<file path="config.mk">
export PLATFORM = sky130hd
export DESIGN_NAME = rail_control_regs
export DESIGN_NICKNAME = d
export VERILOG_FILES = /design/src/verilog/rail_control_pkg.sv /design/src/verilog/code_clamp.sv /design/src/verilog/rail_control_regs.sv
export VERILOG_INCLUDE_DIRS = /design/src /design/src/verilog
export SDC_FILE = /design/constraint.sdc
export NUM_CORES = 1
export LEC_CHECK = 0
export ABC_AREA = 0
export BUFFER_PORTS_ARGS = -buffer_cell sky130_fd_sc_hd__clkbuf_2
export CAP_MARGIN = 5
export CORE_ASPECT_RATIO = 0.8
export CORE_MARGIN = 2
export CORE_UTILIZATION = 40
export CTS_CLUSTER_DIAMETER = 200
export DETAILED_ROUTE_END_ITERATION = 6
export PLACE_DENSITY = 0.76
export REMOVE_ABC_BUFFERS = 1
export SYNTH_ARGS = -nofsm -noshare
export SYNTH_HDL_FRONTEND = slang
export SYNTH_SLANG_ARGS = --single-unit
</file>
<file path="constraint.sdc">
create_clock -name clk_i -period 1.34 [get_ports clk_i]
set_clock_uncertainty 0.05 [all_clocks]
set_input_delay 0.201 -clock clk_i [delete_from_list [all_inputs] [get_ports clk_i]]
set_output_delay 0.201 -clock clk_i [all_outputs]
set_load 0.05 [all_outputs]
</file>
<file path="src/verilog/rail_control_cfg.svh">
`ifndef RAIL_CONTROL_CFG_SVH
`define RAIL_CONTROL_CFG_SVH
// Register offsets
`define BB_VOLT_OFS        8'h39
`define BB_CTRL_OFS        8'h3A
`define REG_ONE_OFS        8'h3B
// Field positions and widths
`define BB_EN_MSB          7
`define BB_EN_LSB          5
`define BB_PG_EN_POS       3
`define BB_GOOD_POS        1
`define BB_ILIM_POS        0
`define REG_ONE_BYP_POS    6
// Reset values and code limits
`define BB_VOLT_RST        7'h3E
`define BB_VOLT_MAX        7'h46
`define BB_EN_RST          3'h2
`define BB_PG_EN_RST       1'h1
`define BB_ILIM_RST        1'h0
`define REG_ONE_VOLT_RST   6'h14
`define REG_ONE_VOLT_MAX   6'h38
`define REG_ONE_BYP_RST    1'h0
`endif

</file>
<file path="src/verilog/rail_control_pkg.sv">
`default_nettype none
package rail_control_pkg;
  typedef enum logic [2:0] {
    EN_SLOT_A   = 3'h0,
    EN_SLOT_B   = 3'h1,
    EN_SLOT_C   = 3'h2,
    EN_SLOT_D   = 3'h3,
    EN_HOLD_OFF = 3'h4,
    EN_HOLD_ON  = 3'h5,
    EN_PIN_CTRL = 3'h6,
    EN_RESERVED = 3'h7
  } bb_enable_t;
endpackage
`default_nettype wire

</file>
<file path="src/verilog/code_clamp.sv">
`default_nettype none
// Saturates a written code to the highest legal value
module code_clamp #(
  parameter int W = 7
) (
  input  wire logic [W-1:0] code_i,
  input  wire logic [W-1:0] max_i,
  output logic      [W-1:0] code_o
);
  assign code_o = (code_i > max_i) ? max_i : code_i;
endmodule // code_clamp
`default_nettype wire

</file>
<file path="src/verilog/rail_control_regs.sv">
`include "rail_control_cfg.svh"
`default_nettype none
module rail_control_regs
  import rail_control_pkg::*;
(
  input  wire logic       clk_i,
  input  wire logic       rst_i,
  input  wire logic       ce_i,
  input  wire logic       reg_reset_i,
  input  wire logic       wr_en_i,
  input  wire logic       rd_en_i,
  input  wire logic [7:0] addr_i,
  input  wire logic [7:0] wdata_i,
  output logic      [7:0] rdata_o,
  output logic            rd_hit_o,
  input  wire logic       bb_good_i,
  input  wire logic       second_general_pin_i,
  output logic      [6:0] bb_voltage_code_o,
  output logic            bb_in_sequence_o,
  output logic      [1:0] bb_slot_o,
  output logic            bb_force_on_o,
  output logic            bb_good_supervise_on_o,
  output logic            bb_input_limit_sel_o,
  output logic      [5:0] reg_one_voltage_code_o,
  output logic            reg_one_bypass_sel_o
);

  ////////////////////////////////////////////////////////////////////////////
  logic [6:0] bb_volt_r;
  logic [2:0] bb_en_r;
  logic       bb_pg_en_r;
  logic       bb_ilim_r;
  logic [5:0] one_volt_r;
  logic       one_byp_r;
  logic       pin_s1_r;
  logic       pin_s2_r;
  logic       good_s1_r;
  logic       good_s2_r;
  logic [6:0] bb_volt_nxt;
  logic [5:0] one_volt_nxt;
  logic       wr_bb_volt;
  logic       wr_bb_ctrl;
  logic       wr_one;
  bb_enable_t bb_en_mode;

  assign wr_bb_volt = ce_i && wr_en_i && (addr_i == `BB_VOLT_OFS);
  assign wr_bb_ctrl = ce_i && wr_en_i && (addr_i == `BB_CTRL_OFS);
  assign wr_one     = ce_i && wr_en_i && (addr_i == `REG_ONE_OFS);
  assign bb_en_mode = bb_enable_t'(bb_en_r);

  code_clamp #(.W(7)) u_bb_clamp (
    .code_i (wdata_i[6:0]),
    .max_i  (`BB_VOLT_MAX),
    .code_o (bb_volt_nxt)
  );
  code_clamp #(.W(6)) u_one_clamp (
    .code_i (wdata_i[5:0]),
    .max_i  (`REG_ONE_VOLT_MAX),
    .code_o (one_volt_nxt)
  );

  ////////////////////////////////////////////////////////////////////////////
  // voltage code reset
  always_ff @(posedge clk_i)
  begin
    if (rst_i)
      bb_volt_r <= `BB_VOLT_RST;
    else if (ce_i && reg_reset_i)
      bb_volt_r <= `BB_VOLT_RST;
    else if (wr_bb_volt)
      bb_volt_r <= bb_volt_nxt;
  end

  // enable select, reset 2h; fields share the command
  always_ff @(posedge clk_i)
  begin
    if (rst_i || (ce_i && reg_reset_i))
    begin
      bb_en_r    <= `BB_EN_RST;
      bb_pg_en_r <= `BB_PG_EN_RST;
      bb_ilim_r  <= `BB_ILIM_RST;
    end
    else if (wr_bb_ctrl)
    begin
      bb_en_r    <= wdata_i[`BB_EN_MSB:`BB_EN_LSB];
      bb_pg_en_r <= wdata_i[`BB_PG_EN_POS];
      bb_ilim_r  <= wdata_i[`BB_ILIM_POS];
    end
  end

  always_ff @(posedge clk_i)
  begin
    if (rst_i || (ce_i && reg_reset_i))
      one_volt_r <= `REG_ONE_VOLT_RST;
    else if (wr_one)
      one_volt_r <= one_volt_nxt;
  end

  always_ff @(posedge clk_i)
  begin
    if (rst_i)
      one_byp_r <= `REG_ONE_BYP_RST;
    else if (wr_one)
      one_byp_r <= wdata_i[`REG_ONE_BYP_POS];
  end

  // Pin and analog status come from outside the clock domain
  always_ff @(posedge clk_i)
  begin
    if (rst_i)
    begin
      pin_s1_r  <= 1'h0;
      pin_s2_r  <= 1'h0;
      good_s1_r <= 1'h0;
      good_s2_r <= 1'h0;
    end
    else if (ce_i)
    begin
      pin_s1_r  <= second_general_pin_i;
      pin_s2_r  <= pin_s1_r;
      good_s1_r <= bb_good_i;
      good_s2_r <= good_s1_r;
    end
  end

  ////////////////////////////////////////////////////////////////////////////
  // sequence membership and slot
  always_comb
  begin
    bb_in_sequence_o = 1'b0;
    bb_slot_o        = bb_en_r[1:0];
    bb_force_on_o    = 1'b0;
    unique case (bb_en_mode)
      EN_SLOT_A, EN_SLOT_B, EN_SLOT_C, EN_SLOT_D:
        bb_in_sequence_o = 1'b1;
      EN_HOLD_OFF: bb_force_on_o = 1'b0;
      EN_HOLD_ON:  bb_force_on_o = 1'b1;
      EN_PIN_CTRL: bb_force_on_o = pin_s2_r;
      // Reserved code keeps the rail off as the safe choice
      EN_RESERVED: bb_force_on_o = 1'b0;
    endcase
  end

  assign bb_voltage_code_o      = bb_volt_r;
  assign bb_good_supervise_on_o = bb_pg_en_r;
  assign bb_input_limit_sel_o   = bb_ilim_r;
  assign reg_one_voltage_code_o = one_volt_r;
  assign reg_one_bypass_sel_o   = one_byp_r;

  ////////////////////////////////////////////////////////////////////////////
  // Read data is registered one cycle after rd_en_i
  always_ff @(posedge clk_i)
  begin
    if (rst_i)
    begin
      rdata_o  <= 8'h00;
      rd_hit_o <= 1'b0;
    end
    else if (ce_i)
    begin
      rd_hit_o <= rd_en_i;
      if (rd_en_i)
      begin
        unique case (addr_i)
          `BB_VOLT_OFS: rdata_o <= {1'b0, bb_volt_r};
          `BB_CTRL_OFS: rdata_o <= {bb_en_r, 1'b0, bb_pg_en_r, 1'b0, good_s2_r, bb_ilim_r};
          `REG_ONE_OFS: rdata_o <= {1'b0, one_byp_r, one_volt_r};
          default:      rdata_o <= 8'h00;
        endcase
      end
    end
  end

  ////////////////////////////////////////////////////////////////////////////
  bb_clamp_a: assert property (@(posedge clk_i) disable iff (rst_i)
    wr_bb_volt && !reg_reset_i |=> bb_volt_r <= `BB_VOLT_MAX) else $error("bb code above max");
  bb_write_a: assert property (@(posedge clk_i) disable iff (rst_i)
    wr_bb_volt && !reg_reset_i && wdata_i[6:0] <= `BB_VOLT_MAX |=> bb_volt_r == $past(wdata_i[6:0]))
    else $error("bb code not stored");
  bb_cmd_reset_a: assert property (@(posedge clk_i) disable iff (rst_i)
    ce_i && reg_reset_i |=> bb_volt_r == `BB_VOLT_RST && bb_en_r == `BB_EN_RST && bb_pg_en_r
    && !bb_ilim_r) else $error("command reset missed");
  slot_map_a: assert property (@(posedge clk_i) disable iff (rst_i)
    bb_en_r[2] == 1'b0 |-> bb_in_sequence_o && bb_slot_o == bb_en_r[1:0]) else $error("slot wrong");
  hold_map_a: assert property (@(posedge clk_i) disable iff (rst_i)
    bb_en_r[2] |-> !bb_in_sequence_o && (bb_en_r == 3'h5 ? bb_force_on_o : bb_en_r != 3'h6 ? !bb_force_on_o : 1'b1))
    else $error("hold wrong");
  // Synchroniser must have shifted twice out of reset before the pin is compared
  pin_follow_a: assert property (@(posedge clk_i) disable iff (rst_i)
    $past(ce_i) && $past(ce_i, 2) && !$past(rst_i) && !$past(rst_i, 2) && bb_en_r == 3'h6
    |-> bb_force_on_o == $past(second_general_pin_i, 2)) else $error("pin not followed");
  good_read_a: assert property (@(posedge clk_i) disable iff (rst_i)
    ce_i && rd_en_i && addr_i == `BB_CTRL_OFS |=> rdata_o[`BB_GOOD_POS] == $past(good_s2_r)
    && rdata_o[`BB_PG_EN_POS] == $past(bb_pg_en_r)) else $error("status read wrong");
  one_clamp_a: assert property (@(posedge clk_i) disable iff (rst_i)
    wr_one && !reg_reset_i && wdata_i[5:0] > `REG_ONE_VOLT_MAX |=> one_volt_r == `REG_ONE_VOLT_MAX)
    else $error("reg one not clamped");
  byp_keep_a: assert property (@(posedge clk_i) disable iff (rst_i)
    ce_i && reg_reset_i && !wr_one |=> one_byp_r == $past(one_byp_r)) else $error("bypass reset by command");
  rsv_zero_a: assert property (@(posedge clk_i) disable iff (rst_i)
    rd_hit_o |-> !rdata_o[7] || ($past(addr_i) == `BB_CTRL_OFS)) else $error("reserved bit set");

  cov_pin_c:   cover property (@(posedge clk_i) bb_en_r == 3'h6 && bb_force_on_o);
  cov_clamp_c: cover property (@(posedge clk_i) wr_bb_volt && wdata_i[6:0] > `BB_VOLT_MAX);
  cov_cmd_c:   cover property (@(posedge clk_i) ce_i && reg_reset_i);
  cov_cmd_wr_c: cover property (@(posedge clk_i) ce_i && reg_reset_i && wr_en_i);

endmodule // rail_control_regs
`default_nettype wire

</file>
### Yosys cells after proc, flatten, opt, wreduce, memory -nomap -nowiden

Index checks and enable logic that the tools add are counted.

* memories kept: 0
* ROM bits: 0
* logic and storage cells: 37
* bits in registers: 32
* bits of input ports: 24
* bits in latches: 0
* output and inout port bits: 29
* bits in writable memories: 0

* equality and inequality tests: 8
* add/sub/neg operators: 0
* reductions and logical operators: 10
* muxes and demuxes: 5
* magnitude comparators: 2
* divide/modulo/power cells: 0
* bitwise gates (word level): 0
* shift-type cells: 0
* multiply operators: 0

Operators with widths (number)
* equality test 8 x 6 -> 1 bit, second input constant: 3
* one-hot mux 8 bit (3 select lines): 1
* > comparator 7 bit, second input constant: 1
* two-way mux 7 bit: 1
* equality test 3 x 2 -> 1 bit, second input constant: 2
* equality test 3 bit, second input constant: 2
* > comparator 6 bit, second input constant: 1
* two-way mux 6 bit: 1
* logical AND 1 bit: 5
* OR reduction 4 bit: 1
* equality test 3 x 1 -> 1 bit, second input constant: 1
* logical NOT 3 bit: 1
* one-hot mux 1 bit (2 select lines): 1
* AND reduction 2 bit: 1
* OR reduction 2 bit: 1
* logical OR 1 bit: 1
* two-way mux 1 bit: 1

### Longest topological paths before layout

Gate-level depths: netlist (run 1).

* word-level depth: 3
* mapped depth: 5
* mapped depth without buffers: 3

### Modules after synthesis

A second synthesis (run 1) with hierarchy kept.

* cell total of the unflattened synthesis: 221
* area total of the unflattened synthesis: 2009.4 um2

Modules (own cells, without submodules)
* rail_control_regs: cells each 162, instances 1, area an instance 1511.4 um2, sequential area each 640.6 um2
* code_clamp (u_bb_clamp): cells each 32, instances 1, area an instance 270.3 um2, sequential area each 0.0 um2
* code_clamp (u_one_clamp): cells each 27, instances 1, area an instance 227.7 um2, sequential area each 0.0 um2

### Worst setup path before layout (run 1)

No wires, ideal clock.

* path type: reg2out
* start point: reg bb_en_r[0], in the netlist bb_en_mode[0]
* end point: out bb_force_on_o
* slack: -0.239 ns
* path buffers: 0
* data arrival time: 1.328 ns
* required time: 1.089 ns
* cell stages (with the launch flop): 3
* cell sequence: dfxtp_1 -> mux2_2 -> nor2_1

* word-level cells in the longest chain between the ends: 2
* elaborated cells on any way between the ends: 3
* those cells by class: eq/ne: 2; mux: 1

RTL lines
* start, declared: RTL line rail_control_regs.sv:30 `logic [2:0] bb_en_r;`
* start signal, assigned: RTL line rail_control_regs.sv:79 `` bb_en_r <= `BB_EN_RST; ``
* start signal, assigned: RTL line rail_control_regs.sv:85 `` bb_en_r <= wdata_i[`BB_EN_MSB:`BB_EN_LSB]; ``
* equality test 3 bit: RTL line rail_control_regs.sv:133 `unique case (bb_en_mode)`
* one-hot mux 1 bit (2 select lines) *: RTL line rail_control_regs.sv:133
* end, declared: RTL line rail_control_regs.sv:21 `output logic bb_force_on_o,`

Every way passes the cells marked *; elsewhere a longest branch is shown, timed or not.

### Worst setup path in the final report (run 1)

* start point: reg bb_en_r[1], in the netlist bb_en_mode[1]
* end point: out bb_force_on_o

The elaborated chain is that of the path after synthesis.

==> summary.md, run 1 <==
| Metric | Value |
|---|---|
| Maximum clock insertion buffer count | `2` |
| Worst R2R Start | `bb_en_mode[2]` |
| Worst Hold Class | `input pin to flip-flop` |
| WL/cell | `about 14 um` |
| R2r worst-path depth | `3` |
| Share of cells above drive strength 1 | `37.6%` |
| Ys async rst share | `0%` |
| Main synth FF type | `dfxtp_1` |
| Max incr delay on CP | `0.36 ns` |
| Htree depth | `2` |
| F_max | `685 MHz` |
| Failing checks | `negative setup slack` |
| Count leader, synth | `dfxtp_1` |
| TritonCTS clock tree | `built` |
| Vias in the first global route | `1,355` |
| Crit path launch type | `flip-flop` |
| Rel. slew slack | `61.8%` |
| First-pass DRT Iterations | `4` |
| Required @ worst endpoint | `1.09 ns` |
| HPWL Detailed | `between 2000 and 3000 um` |
| Core Area | `3730 um^2` |
| Hold Slack | `0.0903 ns` |
| Synth area leaders | `dfxtp_1 42%, mux2i_1 15%, nand2_1 5.2%` |
| All-Layer GR Usage | `between 10% and 20%` |
| Cells along the critical path | `nand2_2 > mux2_4 > nor2_4 > buf_8` |
| Final Max Tran Viols | `0` |
| Crit path DAT | `approximately 1.2 ns` |
| Final setup violation count | `1` |
| Post-route ant nets | `0` |
| Total number of vias | `1,420` |
| Crit path kind | `flip-flop to output port` |
| Crit-path max FO | `4` |
| Die H | `59.2 um` |
| Post-Syn Area | `1520 um^2` |
| Max_cap viols | `0` |
| Num ports | `53` |
| Synth cell count leaders | `32 x dfxtp_1, 23 x mux2i_1, 21 x nand2_1` |
| Row cnt | `20` |
| Initial core utilization | `40.9%` |
| Die area | `4320 um^2` |
| Hold Crit Depth | `3` |
| Clock sinks | `32` |
| Initial DRC Count | `41` |
| EDFF count, synth | `0` |
| Crit path max-delay family | `flip-flops` |
| Critical Path Slowest Stage Cell | `dfxtp_2` |
| Die Wd | `73.0 um` |
| Hold Fails Final Rpt | `0` |
| PnR worst setup slack | `-0.119 ns` |
| Clk Latency, worst-skew pair | `0.29 ns` |
| Pleak | `slightly below 1 nW` |
| Cell Pwr Density | `1040 nW/um^2` |
| Gate count of the mapped netlist | `168` |
| Tcrit/Tclk final | `109%` |
| Syn Area/Cell | `a little over 9 um^2` |
| Post-CTS Setup Bufs | `0` |
| Layout area overhead | `31.6%` |
| Share of the synthesized area in the top cell type | `42.0%` |
| Count of hold buffers inserted by post-cts repair | `0` |
| Reg-to-reg slack, setup | `0.19 ns` |
| Clock Root Buffer | `clkbuf_8` |
| Largest net degree at the start of global routing | `20` |
| Crit Reg-Reg Endpoint | `rdata_o[7]` |
| Fin nets | `252` |
| Seq cells post-synth | `32` |
| First-pass GRT wire length | `6340 um` |
| Detailed-route wire length | `3850 um` |
| Post-Layout Cell Count | `273` |
| Crit path buf inv count | `1` |
| Ant diodes | `0` |
| Crit. End Element | `output port` |
| Outcome | `complete, but fails checks` |
| Grt ovf | `0` |
| Yosys cell types | `35` |
| Drt via density | `5.20` |
| Sequential-to-total area share from yosys stat | `42.0%` |
| Placed insts | `265` |
| Total clock buffers created by CTS | `5` |
| Tightest Pin Transition | `roughly 0.57 ns` |
| Synth warnings | `0` |
| Final min period | `1.46 ns` |
| Initial antenna violation count | `0` |
| DRC violations left | `0` |
| RSZ-0062 raised after global routing | `true` |
| Hold path endpoint | `bb_en_mode[2]` |
| Routability cong. | `between 0.7 and 0.8` |
| Worst vdd ir | `slightly above 600 uV` |
| Cell taking the most area after synthesis | `dfxtp_1` |
| Clk pin slew, worst setup/hold paths | `0.06 ns` |
| Min-delay src | `wdata_i[7]` |
| Port bufs | `52` |
==> worst register-to-register path, cell delays in order (launching register included) <==
cell and delay [ns]:
dfxtp_1 0.36, nand3b_1 0.09, or4_1 0.41, a21oi_1 0.16
==> cell usage in the layout (no fill, tap or decap), types with 2 or more instances in the layout <==
master     n
nand4b_1   2
nand2_1   20
dfxtp_1   29
mux2_2     5
dfxtp_2    3
o311ai_0   2
o21ai_0    6
nor2_1    16
clkbuf_2  51
clkbuf_8   5
a21oi_1   10
mux2i_1   23
buf_4     12
inv_1      2
nand3_2    2
nor3_1     2
nand2b_1   3
a22oi_1    5
nand3b_1   3
nand3_1    4
or4_1      3
==> repair_timing <==
item                                    4_1_cts  5_1_grt
resized for setup                             6        4
pin swaps                                     0        0
cloned                                        0        0
endpoints found under the setup margin        1        1
==> logic make-up after synthesis <==
group                  after synthesis  synth area share (%)
AOI/OAI and AO/OA                   27                  10.9
buffers and inverters               13                  4.35
DFF                                 32                  42.0
muxes                               29                  19.5
and+or+nand+nor                     67                  23.2
==> per-stage QoR <==
| step | total power (W) | instance area, um^2 | TNS (ns) | setup WS, ns | util (%) |
|---|---|---|---|---|---|
| after global placement | 0.00118 | 1870 | -2.13 | -0.160 | 50.2 |
| after floorplan | 0.00107 | 1470 | -0.700 | -0.599 | - |
| final | 0.00208 | 2010 | -0.119 | -0.119 | 53.8 |
| after CTS | 0.00209 | 1990 | -0.140 | -0.140 | 53.5 |
| after global routing | 0.00216 | 2010 | -0.168 | -0.168 | 53.8 |
| after detailed placement | 0.00119 | 1870 | -2.17 | -0.171 | 50.2 |
==> flip-flops by register name, summed over array words and instances, names as in the netlist, 3 cells and up <==
register,count
bb_en_mode,3
bb_voltage_code_o,7
rdata_o,8
reg_one_voltage_code_o,6
==> worst max path at each step <==
stage,slack (ns),to,startpoint,cells after the start
final,-0.12,bb_force_on_o,bb_en_mode[1],4
after detailed placement,-0.17,rdata_o[6],addr_i[2],4
after floorplan,-0.60,bb_force_on_o,bb_en_mode[0],2
after global placement,-0.16,bb_en_mode[0],addr_i[2],4
after global routing,-0.17,bb_force_on_o,bb_en_mode[1],4
after CTS,-0.14,bb_force_on_o,bb_en_mode[1],4
==> power breakdown <==
part | switching (W) | leakage [nW] | internal [W]
sequential | 0.00000428 | 0.259 | 0.000959
clock | 0.000359 | 0.0552 | 0.000551
combinational | 0.000117 | 0.654 | 0.0000882
total | 0.000480 | 0.968 | 0.00160
==> routing by layer <==
metal | track usage, % | share of wire, %
met4 | 7.14 | 0.99
met2 | 29.2 | 43
met1 | 27.4 | 51
met5 | 0 | 0
met3 | 4.93 | 5.1
==> cell type report <==
class,instances,area (um^2)
clock buffer,6,72.6
multi-input combinational,123,831
fill,357,1720
sequential,32,644
clock inverter,2,35.0
inverter,2,7.51
timing repair buffer,64,360
tap,44,55.1
Note: power is estimated with default switching activity, not from simulation.
==> inputs of run 2 (changes only) <==
- CORE_MARGIN: 2 -> 1
==> summary.md, run 2 (synthesized netlist as in run 1, its figures left out) <==
| Metric | Value |
|---|---|
| Place WS | `-0.185 ns (-0.0145 ns)` |
| Count of hold buffers inserted by post-cts repair | `0 (unchanged)` |
| WL/cell | `13.8 um (-2.3%)` |
| First-pass DRT Iterations | `7 (+3)` |
| RSZ-0062 raised after global routing | `true` |
| Initial antenna violation count | `0 (unchanged)` |
| Failing checks | `design-rule violations, negative setup slack` |
| Num ports | `53 (unchanged)` |
| Detailed-route wire length | `3760 um (-2.3%)` |
| HPWL Detailed | `2850 um (-2.0%)` |
| Hold Fails Final Rpt | `0 (unchanged)` |
| Total clock buffers created by CTS | `5 (unchanged)` |
| Rel. slew slack | `75.0% (+13 points)` |
| Crit-path max FO | `4 (unchanged)` |
| Die H | `57.2 um (-3.4%)` |
| Crit. End Element | `output port` |
| Clock Root Buffer | `clkbuf_8` |
| Share of cells above drive strength 1 | `37.7% (+0.11 points)` |
| Core Area | `3540 um^2 (-5.0%)` |
| Cell Pwr Density | `960 nW/um^2 (-7.3%)` |
| Most frequent cells in the layout | `51 x clkbuf_2, 29 x dfxtp_1, 23 x mux2i_1, 20 x nand2_1, 16 x nor2_1` |
| Layout area overhead | `32.3%` |
| Post-route ant nets | `0 (unchanged)` |
| Placed cell area | `1900 um^2 (+1.3%)` |
| Final min period | `1.46 ns (+0.0000330 ns)` |
| Tcrit/Tclk final | `109% (about the same)` |
| Port bufs | `52 (unchanged)` |
| Worst Hold Class | `input pin to flip-flop` |
| Die Wd | `71.0 um (-2.7%)` |
| Vias in the first global route | `1,286 (-5.1%)` |
| Biggest register | `rdata_o` |
| Die area | `4060 um^2 (-6.0%)` |
| Htree depth | `2 (unchanged)` |
| Tightest Pin Transition | `0.375 ns (-0.197 ns)` |
| Maximum clock insertion buffer count | `2 (unchanged)` |
| All-Layer GR Usage | `19.7% (+0.14 points)` |
| Clock sinks | `32 (unchanged)` |
| Worst vdd ir | `559 uV (-9.3%)` |
| PnR worst setup slack | `-0.119 ns (-0.0000330 ns)` |
| Commonest non-fill, non-tap cell in the layout | `clkbuf_2` |
| Pleak | `0.973 nW (+0.47%)` |
| Ant diodes | `0 (unchanged)` |
| Crit path launch type | `flip-flop` |
| Routability cong. | `0.772 (-0.68%)` |
| TritonCTS clock tree | `built` |
| Crit path DAT | `1.21 ns (about the same)` |
| First-pass GRT wire length | `5930 um (-6.5%)` |
| Max_cap viols | `0 (unchanged)` |
| Clk pin slew, worst setup/hold paths | `0.06 ns (about the same)` |
| Fin nets | `254 (+0.79%)` |
| Grt ovf | `0 (unchanged)` |
| Final setup violation count | `1 (unchanged)` |
| F_max | `685 MHz (about the same)` |
| Total number of vias | `1,428 (+0.56%)` |
| Clk Latency, worst-skew pair | `0.28 ns (about the same)` |
| Row cnt | `19 (-5.0%)` |
| Crit path kind | `flip-flop to output port` |
| Final Instance Area | `2020 um^2 (+0.50%)` |
| Required @ worst endpoint | `1.09 ns (about the same)` |
| Final Max Tran Viols | `0 (unchanged)` |
| DRC violations left | `5 (+5)` |
| Drt via density | `5.23 (+0.56%)` |
| Max FFs per register | `8 (unchanged)` |
| Initial DRC Count | `84 (+100%)` |
| Largest net degree at the start of global routing | `20 (unchanged)` |
| Initial core utilization | `43.0% (+2.2 points)` |
| Outcome | `complete, but fails checks` |
[run 2: cell count changes in the layout (fill, tap and decap cells not counted), sizes merged]
cell,previous run,this run
buf,13,15
clkbuf,57,59
bufinv,1,0
clkinv,1,0
[run 2: final cells by class]
cell class / count / area, um^2
clock buffer: 8 / 90.1
fill: 323 / 1530
inverter: 2 / 7.51
multi-input combinational: 123 / 831
sequential: 32 / 647
tap: 42 / 52.6
timing repair buffer: 66 / 388
[run 2: through the flow]
stage | setup TNS (ns) | power [W] | utilization, % | hold slack [ns] | std cells
CTS | -0.148 | 0.00195 | 56.6 | 0.0883 | 273
finish | -0.119 | 0.00194 | 56.9 | 0.0869 | 273
floorplan | -0.700 | 0.00107 | - | 0.220 | 157
detailed placement | -2.36 | 0.00119 | 53.5 | 0.391 | 265
global route | -0.161 | 0.00201 | 56.9 | 0.104 | 273
global placement | -2.24 | 0.00119 | 53.5 | 0.386 | 265
[run 2: power breakdown]
group | internal (W) | leakage [nW] | switching (W)
Clock | 0.000418 | 0.0455 | 0.000344
Combinational | 0.0000955 | 0.668 | 0.000116
Sequential | 0.000957 | 0.260 | 0.00000436
Total | 0.00147 | 0.973 | 0.000465
[run 2: worst paths after layout]
path | start | to | slack (ns) | cells after the start
max | bb_en_mode[1] | bb_force_on_o | -0.12 | 4
min | wdata_i[7] | bb_en_mode[2] | 0.09 | 3
max reg2reg | bb_en_mode[2] | rdata_o[7] | 0.20 | 3
min reg2reg | rdata_o[2] | rdata_o[2] | 0.40 | 2
[run 2: critical path, cell delays in order, from the launching register on]
cell and delay (ns):
dfxtp_4 0.36, nand2_2 0.04, mux2_4 0.27, nor2_4 0.09, buf_8 0.15
[run 2: per-layer routing]
layer	GRT usage, %	wire length (um)	vias to the layer above
li1	-	-	724
met1	27.1	1890	647
met2	28.0	1540	48
met3	7.07	263	9
met4	8.29	70	0
met5	0	0	-
[run 2: what timing repair did]
action                                  4_1_cts  5_1_grt
gates cloned                                  0        0
gates resized for setup                       6        5
buffers inserted                              0        0
endpoints found under the setup margin        1        1
==> inputs of run 3 (changes only) <==
- CELL_PAD_IN_SITES_DETAIL_PLACEMENT: unset -> 1
- CELL_PAD_IN_SITES_GLOBAL_PLACEMENT: unset -> 1
- CORE_MARGIN: 1 -> unset
- CORE_UTILIZATION: 40 -> 32
- PLACE_DENSITY: 0.76 -> 0.81
==> summary.md, run 3 (synthesized netlist as in run 1, its figures left out) <==
| Metric | Value |
|---|---|
| Biggest register | `rdata_o` |
| Routability cong. | `0.751 (-2.7%)` |
| Crit path launch type | `flip-flop` |
| Clk Latency, worst-skew pair | `0.29 ns (about the same)` |
| Most frequent cells in the layout | `50 x clkbuf_2, 29 x dfxtp_1, 23 x mux2i_1, 21 x nand2_1, 16 x nor2_1` |
| Max incr delay on CP | `0.35 ns (about the same)` |
| PnR worst setup slack | `-0.146 ns (-0.0265 ns)` |
| Initial core utilization | `33.4% (-9.7 points)` |
| Crit-path max FO | `4 (unchanged)` |
| Core Area | `4570 um^2 (+29%)` |
| Final Max Tran Viols | `0 (unchanged)` |
| Share of cells above drive strength 1 | `37.4% (-0.27 points)` |
| Crit path DAT | `1.23 ns (+0.02 ns)` |
| Post-route ant nets | `0 (unchanged)` |
| Initial antenna violation count | `0 (unchanged)` |
| TritonCTS clock tree | `built` |
| Failing checks | `negative setup slack` |
| Total clock buffers created by CTS | `5 (unchanged)` |
| Port bufs | `52 (unchanged)` |
| Outcome | `complete, but fails checks` |
| Max FFs per register | `8 (unchanged)` |
| Hold Fails Final Rpt | `0 (unchanged)` |
| Ant diodes | `0 (unchanged)` |
| Vias in the first global route | `1,516 (+18%)` |
| Place WS | `-0.172 ns (+0.0129 ns)` |
| Crit path kind | `flip-flop to output port` |
| Clk pin slew, worst setup/hold paths | `0.06 ns (about the same)` |
| Commonest non-fill, non-tap cell in the layout | `clkbuf_2` |
| R2r worst-path depth | `3 (unchanged)` |
| F_max | `673 MHz (-1.8%)` |
| Final setup violation count | `1 (unchanged)` |
| Tightest Pin Transition | `0.627 ns (+0.252 ns)` |
| Critical Path Slowest Stage Cell | `dfxtp_2` |
| Clock sinks | `32 (unchanged)` |
| Layout area overhead | `31.8%` |
| Worst Hold Class | `input pin to flip-flop` |
| Fin nets | `254 (unchanged)` |
| Worst R2R Start | `bb_en_mode[2]` |
| Cells along the critical path | `nand2_1 > mux2_4 > nor2_4 > buf_8` |
| Die Wd | `79.2 um (+11%)` |
| Clock Root Buffer | `clkbuf_8` |
| Total number of vias | `1,458 (+2.1%)` |
| Crit Reg-Reg Endpoint | `rdata_o[7]` |
| Final min period | `1.49 ns (+0.0265 ns)` |
| Detailed-route wire length | `4510 um (+20%)` |
| Rel. slew slack | `58.2% (-17 points)` |
| Initial DRC Count | `54 (-36%)` |
| Die area | `5040 um^2 (+24%)` |
| Pleak | `0.962 nW (-1.2%)` |
| Largest net degree at the start of global routing | `20 (unchanged)` |
| Worst vdd ir | `355 uV (-36%)` |
| RSZ-0062 raised after global routing | `true` |
| Reg-to-reg slack, setup | `0.20 ns (about the same)` |
| Count of hold buffers inserted by post-cts repair | `0 (unchanged)` |
| Row cnt | `22 (+3)` |
| Cell Pwr Density | `934 nW/um^2 (-2.8%)` |
| Pwr Total | `0.00187 W (-3.1%)` |
| First-pass GRT wire length | `7270 um (+23%)` |
| Min-delay src | `bb_good_i` |
| Htree depth | `2 (unchanged)` |
| Required @ worst endpoint | `1.09 ns (about the same)` |
| First-pass DRT Iterations | `4 (-3)` |
| Crit path buf inv count | `1 (unchanged)` |
| Drt via density | `5.03 (-3.9%)` |
| Crit path max-delay family | `flip-flops` |
| Post-cts resize count | `7 (+1)` |
| HPWL Detailed | `3500 um (+23%)` |
| Die H | `63.7 um (+11%)` |
| Grt ovf | `0 (unchanged)` |
| DRC violations left | `0 (-5)` |
| Num ports | `53 (unchanged)` |
| Crit. End Element | `output port` |
| Tcrit/Tclk final | `111% (+2.0 points)` |
| WL/cell | `15.5 um (+13%)` |
| Maximum clock insertion buffer count | `2 (unchanged)` |
| Hold Crit Depth | `3 (unchanged)` |
| Layout fillers | `565 (+75%)` |
| Max_cap viols | `0 (unchanged)` |
| Hold path endpoint | `good_s1_r` |
| Post-CTS Setup Bufs | `0 (unchanged)` |
| All-Layer GR Usage | `19.2% (-0.54 points)` |
==> run 3: changes by cell type in the layout (fill, tap and decap cells not counted) <==
cell,delta
clkbuf_2,-1
buf_12,-1
buf_4,+1
dfxtp_4,-1
clkinv_2,+1
buf_2,+1
dfxtp_2,+1
nand2_1,+1
clkbuf_8,-1
clkbuf_1,-1
nand2_2,-1
==> run 3: worst max path at each step <==
stage,depth (start not counted),to,slack [ns],from
2_1_floorplan,2,bb_force_on_o,-0.60,bb_en_mode[0]
3_3_place_gp,6,reg_one_voltage_code_o[5],-0.15,addr_i[0]
3_5_place_dp,4,bb_voltage_code_o[0],-0.17,addr_i[7]
4_1_cts,4,bb_force_on_o,-0.15,bb_en_mode[1]
5_1_grt,4,bb_force_on_o,-0.19,bb_en_mode[1]
6_report,4,bb_force_on_o,-0.15,bb_en_mode[1]
==> run 3: tightest hold or removal path, stage by stage <==
cell	delay, ns
clkbuf_2	0.08
mux2i_1	0.05
nor2_1	0.07
==> run 3: metrics by stage <==
stage          std cells  util (%)  cell area [um^2]  setup TNS [ns]  hold slack (ns)
3_5_place_dp         283      41.7              1910           -2.92            0.398
2_1_floorplan        157         -              1470          -0.700            0.220
5_1_grt              290      43.9              2010          -0.188            0.113
4_1_cts              290      43.8              2000          -0.151           0.0898
3_3_place_gp         283      41.7              1910           -3.06            0.382
6_report             290      43.9              2010          -0.146           0.0972
==> run 3: per-layer routing <==
metal / global-route usage, % / part of all wire, % / up-vias
met4: 6.36 / 1.8 / 0
li1: - / - / 718
met3: 5.51 / 6.4 / 8
met5: 0 / 0 / -
met1: 23.7 / 45 / 689
met2: 31.8 / 47 / 43
==> run 3: area by class of cell <==
type	count	area (um^2)	area share [%]
clock buffer	6	72.6	3.61
clock inverter	1	5.00	0.249
inverter	2	7.51	0.374
multi-input combinational	123	828	41.2
sequential	32	644	32.1
tap	60	75.1	3.74
timing repair buffer	66	375	18.7
==> run 3: power by group <==
group	leakage, nW	switching, W	total [W]	internal (W)
clock network	0.0410	0.000346	0.000698	0.000352
logic	0.661	0.000122	0.000213	0.0000912
registers	0.259	0.00000427	0.000963	0.000959
